--- src/hw/tfci_pkg.sv ---
// Purpose: Shared constants, state encodings and carriers of the indicator encoder.
// Assumes: One clock domain; all configuration arrives as plain ports.
// Notes: Code vectors hold chip 0 in their most significant bit, as chips are sent.

package tfci_pkg;

  localparam int INFO_BITS = 10;
  localparam int RM_LEN = 32;
  localparam int CODE_LEN = 30;
  localparam int SPLIT_BITS = 5;
  localparam int BIO_LEN = 16;
  localparam int SPLIT_LEN = 15;
  localparam int OVSF_BASES = 5;
  localparam int SPLIT_WORDS = 2;

  // Chip 0 sits in bit 31 and chip 16 in bit 15; both are punctured.
  localparam int RM_DROP_FIRST = 31;
  localparam int RM_DROP_SECOND = 15;
  // Chip 0 of a length-16 code sits in bit 15 and is punctured.
  localparam int BIO_DROP = 15;

  // Basis weights of the information bits.
  localparam int ALL_ONES_BIT = 5;
  localparam int FIRST_MASK_BIT = 6;

  // The first mask is printed with one chip too many; the surplus one in its
  // run of seven ones is dropped, leaving a run of six and 32 chips in all.
  localparam logic [31:0] FIRST_MASK_SEQUENCE = 32'h2863f077;
  localparam logic [31:0] SECOND_MASK_SEQUENCE = 32'h01cd6dc7;
  localparam logic [31:0] THIRD_MASK_SEQUENCE = 32'h0af91b2b;
  localparam logic [31:0] FOURTH_MASK_SEQUENCE = 32'h1c372f51;

  localparam logic [9:0] SF_REP_LIMIT = 10'h080;
  localparam logic [3:0] LAST_SLOT = 4'he;
  localparam logic [1:0] LAST_REP = 2'h3;
  localparam logic [4:0] TOP_BIT_IDX = 5'h1d;
  localparam logic [3:0] SPLIT_TOP_IDX = 4'he;
  localparam logic [6:0] FRAME_BITS_PLAIN = 7'h1e;
  localparam logic [6:0] FRAME_BITS_REP = 7'h78;

  typedef enum logic [2:0] {
    ST_IDLE = 3'b001,
    ST_LOAD = 3'b010,
    ST_SEND = 3'b100
  } enc_state_t;

  typedef struct packed {
    logic split_mode;
    logic downlink;
    logic [9:0] spreading_factor;
    logic [3:0] indicator_len;
  } tfci_cfg_t;

  typedef struct packed {
    logic code_bit;
    logic [3:0] slot;
    logic last;
  } tfci_sym_t;

  typedef struct packed {
    enc_state_t state;
    logic [9:0] info;
    logic [4:0] word_a;
    logic [4:0] word_b;
    logic split;
    logic rep;
    logic [3:0] slot;
    logic half;
    logic [1:0] rep_cnt;
    logic out_bit;
  } enc_regs_t;

  localparam enc_regs_t ENC_RESET = '{state: ST_IDLE, default: '0};

endpackage

--- src/hw/tfci_code_core.sv ---
// Purpose: Combinational (32,10) sub-code and (16,5) biorthogonal encoders with puncturing.
// Assumes: Inputs come from registers; clk and rst_n serve only the checks.
// Notes: Hadamard rows are built from index parity, so no code table is stored.

`timescale 1ns/1ps
`default_nettype none

module tfci_code_core
  import tfci_pkg::*;
(
  input wire logic clk,
  input wire logic rst_n,
  input wire logic [9:0] info,
  input wire logic [4:0] word_a,
  input wire logic [4:0] word_b,
  output logic [29:0] plain_code,
  output logic [14:0] split_code_a,
  output logic [14:0] split_code_b
);

  // Sylvester Hadamard row in binary form: chip j is the parity of idx AND j.
  function automatic logic [31:0] walsh32(input logic [4:0] idx);
    logic [31:0] w;
    w = '0;
    for (int j = 0; j < RM_LEN; j++) begin
      w[RM_LEN-1-j] = ^(idx & 5'(j));
    end
    return w;
  endfunction

  function automatic logic [15:0] bio16(input logic [4:0] w);
    logic [31:0] row;
    row = walsh32({1'b0, w[4:1]});
    return row[31:16] ^ {BIO_LEN{w[0]}};
  endfunction

  logic [31:0] rm_word;
  logic [31:0] masks [4];
  logic [15:0] bio_a;
  logic [15:0] bio_b;

  assign masks[0] = FIRST_MASK_SEQUENCE;
  assign masks[1] = SECOND_MASK_SEQUENCE;
  assign masks[2] = THIRD_MASK_SEQUENCE;
  assign masks[3] = FOURTH_MASK_SEQUENCE;

  always_comb begin
    rm_word = '0;
    for (int k = 0; k < OVSF_BASES; k++) begin
      if (info[k]) begin
        rm_word = rm_word ^ walsh32(5'(1 << k));
      end
    end
    if (info[ALL_ONES_BIT]) begin
      rm_word = ~rm_word;
    end
    for (int m = 0; m < 4; m++) begin
      if (info[FIRST_MASK_BIT+m]) begin
        rm_word = rm_word ^ masks[m];
      end
    end
  end

  // Deleting the first and seventeenth chips leaves b29 as the old chip 1.
  assign plain_code = {rm_word[RM_DROP_FIRST-1:RM_DROP_SECOND+1],
                       rm_word[RM_DROP_SECOND-1:0]};

  assign bio_a = bio16(word_a);
  assign bio_b = bio16(word_b);
  assign split_code_a = bio_a[BIO_DROP-1:0];
  assign split_code_b = bio_b[BIO_DROP-1:0];
endmodule

`default_nettype wire

--- src/hw/tfci_block_encoder.sv ---
// Purpose: Indicator encoder; pads, encodes, punctures and streams code bits by slot.
// Assumes: Configuration holds from start through the load cycle; out_ready may stall.
// Notes: One code bit per accepted handshake; a frame ends with last on its final bit.
//
// Functional notes
// - Indicators shorter than ten bits get their upper bits forced to zero.
// - Normal mode gives a 30-bit word, two bits per slot.
// - The 32-chip word sums all-ones, five OVSF codes and four masks.
// - Masks two to four are fixed 32-chip constants as listed.
// - Mask one is a fixed constant, resolved from its printed form to 32 chips.
// - Chips one and seventeen are deleted, leaving 30 bits.
// - Remaining bits are indexed 0 to 29, index 29 most significant.
// - Downlink with spreading factor under 128 sends each bit four times.
// - Split mode uses a biorthogonal length-16 code of OVSF codes and complements.
// - Upper four bits pick the code index; a set low bit complements it.
// - Split code words drop their first chip; index 14 is most significant.
// - Split mode encodes two independent five-bit words into two 15-bit words.
// - Within a slot the more significant bit goes first.
// - With repetition slot n sends bit 29-2n four times, then 28-2n four times.

`timescale 1ns/1ps
`default_nettype none

module tfci_block_encoder
  import tfci_pkg::*;
(
  input wire logic clk,
  input wire logic rst_n,
  input wire logic start,
  input wire logic [9:0] indicator,
  input wire logic [4:0] split_word_a,
  input wire logic [4:0] split_word_b,
  input wire tfci_cfg_t cfg,
  input wire logic out_ready,
  output logic busy,
  output logic out_valid,
  output tfci_sym_t out_sym
);

  ////////////////////////////////////////////////////////////////////////////

  function automatic logic [9:0] pad_info(input logic [9:0] value, input logic [3:0] len);
    logic [9:0] p;
    p = '0;
    for (int i = 0; i < INFO_BITS; i++) begin
      p[i] = value[i] & (4'(i) < len);
    end
    return p;
  endfunction

  // Picks the bit sent at a slot and half-slot position.
  function automatic logic pick_bit(
    input logic split,
    input logic [3:0] slot,
    input logic half,
    input logic [29:0] plain,
    input logic [14:0] code_a,
    input logic [14:0] code_b
  );
    logic [4:0] idx;
    logic [3:0] sidx;
    idx = TOP_BIT_IDX - {slot, 1'b0} - {4'h0, half};
    sidx = SPLIT_TOP_IDX - slot;
    if (split) begin
      return half ? code_b[sidx] : code_a[sidx];
    end
    return plain[idx];
  endfunction

  ////////////////////////////////////////////////////////////////////////////

  enc_regs_t cur_ff;
  enc_regs_t nxt_regs;
  logic [29:0] plain_code;
  logic [14:0] split_code_a;
  logic [14:0] split_code_b;
  logic last_bit;
  logic accept;

  tfci_code_core u_core (
    .clk(clk),
    .rst_n(rst_n),
    .info(cur_ff.info),
    .word_a(cur_ff.word_a),
    .word_b(cur_ff.word_b),
    .plain_code(plain_code),
    .split_code_a(split_code_a),
    .split_code_b(split_code_b)
  );

  assign last_bit = (cur_ff.slot == LAST_SLOT) && cur_ff.half &&
                    (!cur_ff.rep || (cur_ff.rep_cnt == LAST_REP));
  assign accept = (cur_ff.state == ST_SEND) && out_ready;

  ////////////////////////////////////////////////////////////////////////////

  always_comb begin
    nxt_regs = cur_ff;
    case (cur_ff.state)
      ST_IDLE: begin
        if (start) begin
          // The length is taken once per frame; the controller keeps it per call.
          nxt_regs.info = pad_info(indicator, cfg.indicator_len);
          nxt_regs.word_a = split_word_a;
          nxt_regs.word_b = split_word_b;
          nxt_regs.split = cfg.split_mode;
          nxt_regs.rep = cfg.downlink && (cfg.spreading_factor < SF_REP_LIMIT);
          nxt_regs.slot = '0;
          nxt_regs.half = 1'b0;
          nxt_regs.rep_cnt = '0;
          nxt_regs.state = ST_LOAD;
        end
      end
      ST_LOAD: begin
        // Waits one cycle so the code core sees the latched words.
        nxt_regs.out_bit = pick_bit(cur_ff.split, cur_ff.slot, cur_ff.half,
                                    plain_code, split_code_a, split_code_b);
        nxt_regs.state = ST_SEND;
      end
      ST_SEND: begin
        if (out_ready) begin
          if (last_bit) begin
            nxt_regs.state = ST_IDLE;
          end else begin
            if (cur_ff.rep && (cur_ff.rep_cnt != LAST_REP)) begin
              nxt_regs.rep_cnt = cur_ff.rep_cnt + 2'h1;
            end else begin
              nxt_regs.rep_cnt = '0;
              nxt_regs.half = ~cur_ff.half;
              if (cur_ff.half) begin
                nxt_regs.slot = cur_ff.slot + 4'h1;
              end
            end
            nxt_regs.out_bit = pick_bit(cur_ff.split, nxt_regs.slot, nxt_regs.half,
                                        plain_code, split_code_a, split_code_b);
          end
        end
      end
      default: begin
        nxt_regs = ENC_RESET;
      end
    endcase
  end

  always_ff @(posedge clk or negedge rst_n) begin
    if (!rst_n) begin
      cur_ff <= ENC_RESET;
    end else begin
      cur_ff <= nxt_regs;
    end
  end

  assign busy = (cur_ff.state != ST_IDLE);
  assign out_valid = (cur_ff.state == ST_SEND);
  assign out_sym.code_bit = cur_ff.out_bit;
  assign out_sym.slot = cur_ff.slot;
  assign out_sym.last = out_valid && last_bit;

  ////////////////////////////////////////////////////////////////////////////
  // Checking helpers: bits accepted in the current frame.

  logic [6:0] sent_cnt_ff;

  always_ff @(posedge clk or negedge rst_n) begin
    if (!rst_n) begin
      sent_cnt_ff <= '0;
    end else if (cur_ff.state == ST_LOAD) begin
      sent_cnt_ff <= '0;
    end else if (accept) begin
      sent_cnt_ff <= sent_cnt_ff + 7'h01;
    end
  end
endmodule

`default_nettype wire

--- config.mk ---
export PLATFORM = sky130hd
export DESIGN_NAME = tfci_block_encoder
export DESIGN_NICKNAME = d
export VERILOG_FILES = /design/src/hw/tfci_pkg.sv /design/src/hw/tfci_code_core.sv /design/src/hw/tfci_block_encoder.sv
export SDC_FILE = /design/constraint.sdc
export NUM_CORES = 1
export LEC_CHECK = 0
export BUFFER_PORTS_ARGS = -buffer_cell sky130_fd_sc_hd__buf_2
export CAP_MARGIN = 20
export CELL_PAD_IN_SITES_DETAIL_PLACEMENT = 1
export CELL_PAD_IN_SITES_GLOBAL_PLACEMENT = 2
export CORE_ASPECT_RATIO = 0.6
export CORE_MARGIN = 8
export CORE_UTILIZATION = 36
export CTS_CLUSTER_SIZE = 16
export DETAILED_ROUTE_END_ITERATION = 10
export PLACE_DENSITY = 0.88
export SLEW_MARGIN = 20
export SYNTH_ARGS = -nofsm -noshare
export SYNTH_HDL_FRONTEND = slang
export SYNTH_SLANG_ARGS = --single-unit
--- constraint.sdc ---
create_clock -name clk -period 4.4 [get_ports clk]
set_input_delay 1.1 -clock clk [delete_from_list [all_inputs] [get_ports clk]]
set_output_delay 1.1 -clock clk [all_outputs]
set_load 0.01 [all_outputs]
==> results.py, run 1 <==
metrics = {
    "synthesis": {
        "ys_ff_latch": 33,
        "synth_top_area_frac": 0.2079,
        "netlist_instances": 462,
        "avgSynthCellArea_sq_um": 8.336,
        "synthTopCellsByArea": "dfrtp_1 (21%), xnor2_1 (13%), xor2_1 (7.5%)",
        "syn_nets": 506,
        "synth_edf_count": 0,
        "synth_warnings": 0,
        "yosysTopAreaCell": "dfrtp_1",
        "synth_ff_type": "dfrtp_1",
        "synth.most_common_cell": "nand2_1",
        "seq_area_frac_synth": 0.2147,
        "synth_cell_type_count": 66,
        "async_flop_share": 1.000,
        "synthesis.area_sq_um": 3851,
        "synthTopCellsByCount": "nand2_1 (62), xnor2_1 (55), o21ai_0 (40)",
    },
    "setup_path": {
        "critPathMaxFanout": 9,
        "arrival_ns": 3.73,
        "critPathCaptureType": "flip-flop",
        "slowest_delay_ns": 0.65,
        "required_ns": 4.57,
        "critPathTopFamily": "XOR/XNOR gates",
        "critical_path_buf_inv_count": 1,
        "cp-start-kind": "flip-flop",
        "cp_slowest_cell": "xnor2_1",
        "crit_chain": "ha_1, nand2b_1, a21oi_1, nor2_1, inv_2, ha_1, xnor2_1, xnor2_1, nand2_1, xor3_1, nor3b_1, o22ai_1, a31oi_1, a311o_1",
        "worstSetupPathType": "flip-flop to flip-flop",
    },
    "route": {
        "initialDrtViolationCount": 304,
        "drc_errors": 0,
        "drt-total-wl_um": 12000,
        "routedWlPerCell_um": 19.26,
        "first_pass_iters": 4,
        "vias_per_cell": 5.512,
        "ant_nets": 0,
        "vias": 3434,
    },
    "floorplanning": {
        "core_sq_um": 10490,
        "start_util": 0.3673,
        "io_pins": 48,
        "die-area_sq_um": 14370,
        "row_count": 29,
        "fp.dieH_um": 96.12,
        "die_width_um": 149.5,
    },
    "clock_network": {
        "holdBufCountCts": 0,
        "cts_buffer_depth": 2,
        "tritoncts": "built",
        "post_cts_buffers": 0,
        "htree_levels": 2,
        "post_cts_resized": 0,
        "clock_latency_ns": 0.29,
        "cts_root_buffer": "clkbuf_16",
        "cts_made_buffers": 5,
        "clk_pin_slew_worst_paths_ns": 0.06,
        "clock_sinks": 33,
    },
    "sta": {
        "tightestPinTransition_ns": 0.7953,
        "setup_tns_ns": 0,
        "period_needed_ns": 3.563,
        "hold_viol": 0,
        "fin_skew_ns": 0.008235,
        "relSlewSlack": 0.4660,
        "setup_viol": 0,
        "fin_ws_ns": 0.8370,
        "rsz0062_at_grt": "no",
        "fmax_ghz": 0.2807,
        "min_period_over_period": 0.8098,
        "drv_slew": 0,
    },
    "global_routing": {
        "grt_util_all_layers": 0.1751,
        "grt_pass1_vias": 3652,
        "grt-ovfl-total": 0,
        "grt_antenna_before_repair": 0,
        "grt_max_degree": 45,
        "grt_pass1_wl_um": 19750,
    },
    "placement": {
        "numPortBuffers": 40,
        "hpwl_um": 9313,
        "gp_congestion": 0.8327,
        "place_area_sq_um": 4109,
        "pre_cts_slack_ns": 0.8315,
    },
    "flow_run": {
        "cap_violations": 0,
    },
    "hold_path": {
        "hold_class": "flip-flop to flip-flop",
    },
    "final_layout": {
        "diodes": 0,
        "post-route-util": 0.4087,
        "syn_to_final_growth_pct": 11.27,
        "final_cell_area_sq_um": 4285,
        "final_nets": 527,
        "drive_gt1_frac": 0.1736,
    },
    "run_status": {
        "outcome": "finished, final reports clean",
    },
    "pwr": {
        "p_per_area_nw_per_um2": 888.8,
        "peakVddDrop_uv": 322.2,
        "leakage_nw": 1.786,
    },
}
## cells in the final DEF (no fill, tap or decap), types with 3 or more instances in the layout
master / instances
o21ai_0: 40
nor3_1: 6
a31oi_1: 6
nand2b_1: 10
nor2b_1: 4
dfrtp_1: 32
a211oi_1: 6
o211ai_1: 3
o22ai_1: 3
nand3_1: 9
nor2_1: 30
mux2i_1: 19
a21oi_1: 10
and3_1: 3
buf_2: 40
xor2_2: 3
nand2_1: 62
or3_1: 4
nand4_1: 6
mux2_2: 5
xor2_1: 33
inv_2: 3
clkbuf_16: 5
nor3b_1: 4
o2111ai_1: 3
xnor2_1: 55
buf_4: 13
inv_1: 6
o31ai_1: 6
ha_1: 4
xnor3_1: 4
## flip-flops by register name (all words and copies together) (netlist names)
register / count
cur_ff: 28
out_sym: 5
## power breakdown
group          switching (mW)  internal [mW]
Sequential              0.262          0.395
Combinational            1.43           1.29
Clock                   0.141          0.283
## worst register-to-register path, stage by stage (launching register included)
cell	delay [ns]
dfrtp_1	0.38
ha_1	0.20
nand2b_1	0.20
a21oi_1	0.37
nor2_1	0.14
inv_2	0.18
ha_1	0.19
xnor2_1	0.08
xnor2_1	0.65
nand2_1	0.18
xor3_1	0.25
nor3b_1	0.06
o22ai_1	0.17
a31oi_1	0.11
a311o_1	0.29
## final cells by class
class                      count  area [sq um]
tap                          139         173.9
sequential                    33         827.0
multi-input combinational    381          2776
fill                        1280          6201
timing repair buffer          53         297.8
clock inverter                 2         37.54
clock buffer                   6         138.9
inverter                       9         33.78
## stage by stage
| step | total power [mW] | cells | hold WS [ns] |
|---|---|---|---|
| 6_report | 3.809 | 623 | 0.5213 |
| 5_1_grt | 4.123 | 623 | 0.5297 |
| 4_1_cts | 3.820 | 623 | 0.5183 |
| 3_5_place_dp | 3.367 | 615 | 0.4992 |
| 3_3_place_gp | 3.266 | 615 | 0.4933 |
| 2_1_floorplan | 2.839 | 462 | 0.4663 |
## per-layer routing
metal,global-route usage,up-vias,wire [um]
met1,0.2610,1679,6407
met5,0,-,0
met2,0.2519,97,4715
li1,-,1649,-
met3,0.03897,9,804
met4,0.03258,0,74
## path summary, 6_finish.rpt
| check | startpoint | end | slack, ns | cells past startpoint |
|---|---|---|---|---|
| max | cur_ff[1] | out_sym[5] | 0.84 | 14 |
| min | cur_ff[2] | cur_ff[2] | 0.52 | 1 |
| max reg2reg | cur_ff[1] | out_sym[5] | 0.84 | 14 |
| min reg2reg | cur_ff[2] | cur_ff[2] | 0.52 | 1 |
| max in group asynchronous | rst_n | cur_ff[17] | 2.99 | 1 |
| min in group asynchronous | rst_n | cur_ff[2] | 0.90 | 1 |
## cells by family (layout without fill, tap and decap cells)
group | count (synthesis) | count (layout) | synth area share
and+or+nand+nor | 146 | 146 | 0.1777
buffers and inverters | 48 | 70 | 0.06530
adders and majority gates | 4 | 4 | 0.01300
AOI/OAI and AO/OA | 103 | 103 | 0.1735
muxes | 24 | 24 | 0.06400
DFF | 33 | 33 | 0.2148
xor gates and xnor gates | 104 | 104 | 0.2917
Power figures use the tool's default switching activity.
==> run 2, diff against run 1 <==
ABC_AREA = 1   (was default)
CORE_UTILIZATION = 31   (was 36)
clock period = 3.5 ns   (was 4.4 ns; I/O delays follow)
==> run 2 against run 1 <==
Compared with the run above: combinational power grew 78%; flip-flop and latch count unchanged; fmax grew 15%; non-clock buffer count rose by 2; routed wire length increased by 46%; critical path depth rose by 2; first-iteration DRC count is 26% higher; global-route usage is 2.0 points higher; power grew 59%; worst setup slack got worse by 0.44 ns; critical path type unchanged; largest cell class unchanged; largest power group unchanged.
==> results.py, run 2 <==
metrics = {
    "run_status": {
        "outcome": "finished, final reports clean",
    },
    "setup_path": {
        "cp-start-kind": "flip-flop",
        "rr_worst_depth": 16,
        "required_ns": 3.73,
        "arrival_ns": 3.33,
        "critPathCaptureType": "flip-flop",
        "worstReg2RegEnd": "out_sym[5]",
        "critPathMaxFanout": 13,
        "rrSetupSlack_ns": 0.40,
        "worstSetupPathType": "flip-flop to flip-flop",
        "r2r-start": "cur_ff[1]",
    },
    "final_layout": {
        "diodes": 0,
        "post-route-util": 0.3595,
        "largest_register": "cur_ff",
        "final_common_cell": "nand2_1",
        "largest_register_ffs": 28,
        "final_cell_area_sq_um": 4957,
        "layout_common_cells": "nand2_1 (342), nand3_1 (111), inv_1 (58)",
        "syn_to_final_growth_pct": 12.05,
        "final_nets": 863,
        "drive_gt1_frac": 0.1195,
    },
    "floorplanning": {
        "die-area_sq_um": 18480,
        "start_util": 0.3208,
        "row_count": 33,
        "core_sq_um": 13790,
        "fp.dieH_um": 108.5,
        "io_pins": 48,
        "die_width_um": 170.2,
    },
    "clock_network": {
        "cts_root_buffer": "clkbuf_16",
        "clk_pin_slew_worst_paths_ns": 0.06,
        "clock_latency_ns": 0.29,
        "holdBufCountCts": 0,
        "clock_sinks": 33,
        "post_cts_resized": 0,
        "cts_made_buffers": 5,
        "tritoncts": "built",
        "htree_levels": 2,
        "cts_buffer_depth": 2,
        "post_cts_buffers": 0,
    },
    "synthesis": {
        "async_flop_share": 1.000,
        "seq_area_frac_synth": 0.1869,
        "synthTopCellsByCount": "nand2_1 (342), nand3_1 (111), inv_1 (58)",
        "synth.most_common_cell": "nand2_1",
        "synthesis.area_sq_um": 4424,
        "netlist_instances": 793,
        "ys_ff_latch": 33,
        "synth_cell_type_count": 38,
        "synth_edf_count": 0,
        "avgSynthCellArea_sq_um": 5.579,
        "synthTopCellsByArea": "nand2_1 (29%), dfrtp_1 (18%), nand3_1 (13%)",
        "synth_warnings": 0,
        "syn_nets": 837,
        "synth_top_area_frac": 0.2902,
        "yosysTopAreaCell": "nand2_1",
        "synth_ff_type": "dfrtp_1",
    },
    "hold_path": {
        "min_from": "cur_ff[2]",
        "hold_depth": 1,
        "hold_class": "flip-flop to flip-flop",
        "holdPathEnd": "cur_ff[2]",
    },
    "global_routing": {
        "grt_max_degree": 35,
        "grt_pass1_vias": 5278,
        "grt-ovfl-total": 0,
        "grt_util_all_layers": 0.1955,
        "grt_antenna_before_repair": 0,
        "grt_pass1_wl_um": 28920,
    },
    "sta": {
        "min_period_over_period": 0.8860,
        "setup_tns_ns": 0,
        "rsz0062_at_grt": "no",
        "relSlewSlack": 0.4100,
        "fin_skew_ns": 0.007944,
        "setup_viol": 0,
        "tightestPinTransition_ns": 0.8802,
        "fmax_ghz": 0.3225,
        "hold_viol": 0,
        "period_needed_ns": 3.101,
        "drv_slew": 0,
    },
    "route": {
        "ant_nets": 0,
        "vias": 5373,
        "first_pass_iters": 5,
        "routedWlPerCell_um": 17.34,
        "drt-total-wl_um": 17550,
        "vias_per_cell": 5.309,
        "initialDrtViolationCount": 382,
        "drc_errors": 0,
    },
    "pwr": {
        "intPower_mw": 2.315,
        "comb_power_share": 0.801,
        "leakage_nw": 2.608,
        "p_per_area_nw_per_um2": 1222,
        "seqPwrFrac": 0.126,
        "power_switching_mw": 3.744,
        "totalPowerFinal_mw": 6.059,
        "p_clk_frac": 0.073,
        "swShare": 0.6179,
        "peakVddDrop_uv": 604.8,
    },
    "placement": {
        "numPortBuffers": 40,
        "hpwl_um": 14120,
        "place_area_sq_um": 4815,
        "gp_congestion": 0.8787,
    },
    "flow_run": {
        "cap_violations": 0,
    },
}
[run 2: metrics by stage]
step | worst slack [ns] | hold slack, ns | std cells
after floorplan | 0.3997 | 0.4636 | 793
after global placement | 0.5415 | 0.4878 | 1004
after detailed placement | 0.4694 | 0.4969 | 1004
after CTS | 0.4360 | 0.5124 | 1012
after global routing | 0.1514 | 0.5293 | 1012
final | 0.3991 | 0.5053 | 1012
[run 2: logic make-up after synthesis]
logic type / synth area share
and+or+nand+nor: 0.4703
buffers and inverters: 0.1058
AOI/OAI and AO/OA: 0.1349
xor gates and xnor gates: 0.08824
DFF: 0.1869
adders and majority gates: 0.01131
muxes: 0.002545
[run 2: per-layer routing]
metal | GRT usage | up-vias | routed length, um
met5 | 0 | - | 0
met3 | 0.03929 | 10 | 1378
li1 | - | 2615 | -
met4 | 0.03178 | 0 | 121
met2 | 0.2611 | 178 | 6502
met1 | 0.3107 | 2570 | 9542
[run 2: worst max-delay path: stages (launching register included)]
cell,delay [ns]
dfrtp_1,0.39
ha_1,0.22
o21ai_2,0.32
nand2_1,0.08
o21ai_0,0.22
ha_1,0.35
inv_1,0.39
o21ai_0,0.17
o211ai_1,0.23
nand3_1,0.10
nand3_1,0.08
nand3_1,0.08
nand2_1,0.13
nand2_1,0.07
nand2_1,0.10
nand2_1,0.05
nand2_1,0.05
[run 2: how the worst max path moves through the flow]
stage | from | end | slack, ns | cells past startpoint
2_1_floorplan | out_sym[1] | out_sym[5] | 0.40 | 18
3_3_place_gp | cur_ff[1] | out_sym[5] | 0.54 | 16
3_5_place_dp | cur_ff[1] | out_sym[5] | 0.47 | 16
4_1_cts | cur_ff[1] | out_sym[5] | 0.44 | 16
5_1_grt | cur_ff[1] | out_sym[5] | 0.15 | 16
6_report | cur_ff[1] | out_sym[5] | 0.40 | 16
[run 2: final cells by class]
class	instances	area, sq um
fillers	1955	8833
clock buffers	5	125.1
well taps	192	240.2
clock inverters	3	17.52
multi-input cells	650	3139
flip-flops and latches	33	827.0
inverters	74	282.8
repair buffers	55	325.3
[run 2: power groups by stage]
stage	Combinational (mW)	Sequential [mW]	Clock (mW)
after global routing	5.49	0.781	0.464
after floorplan	3.62	0.604	0
after CTS	4.80	0.756	0.453
after detailed placement	4.77	0.762	0
final	4.85	0.764	0.440
after global placement	4.68	0.756	0
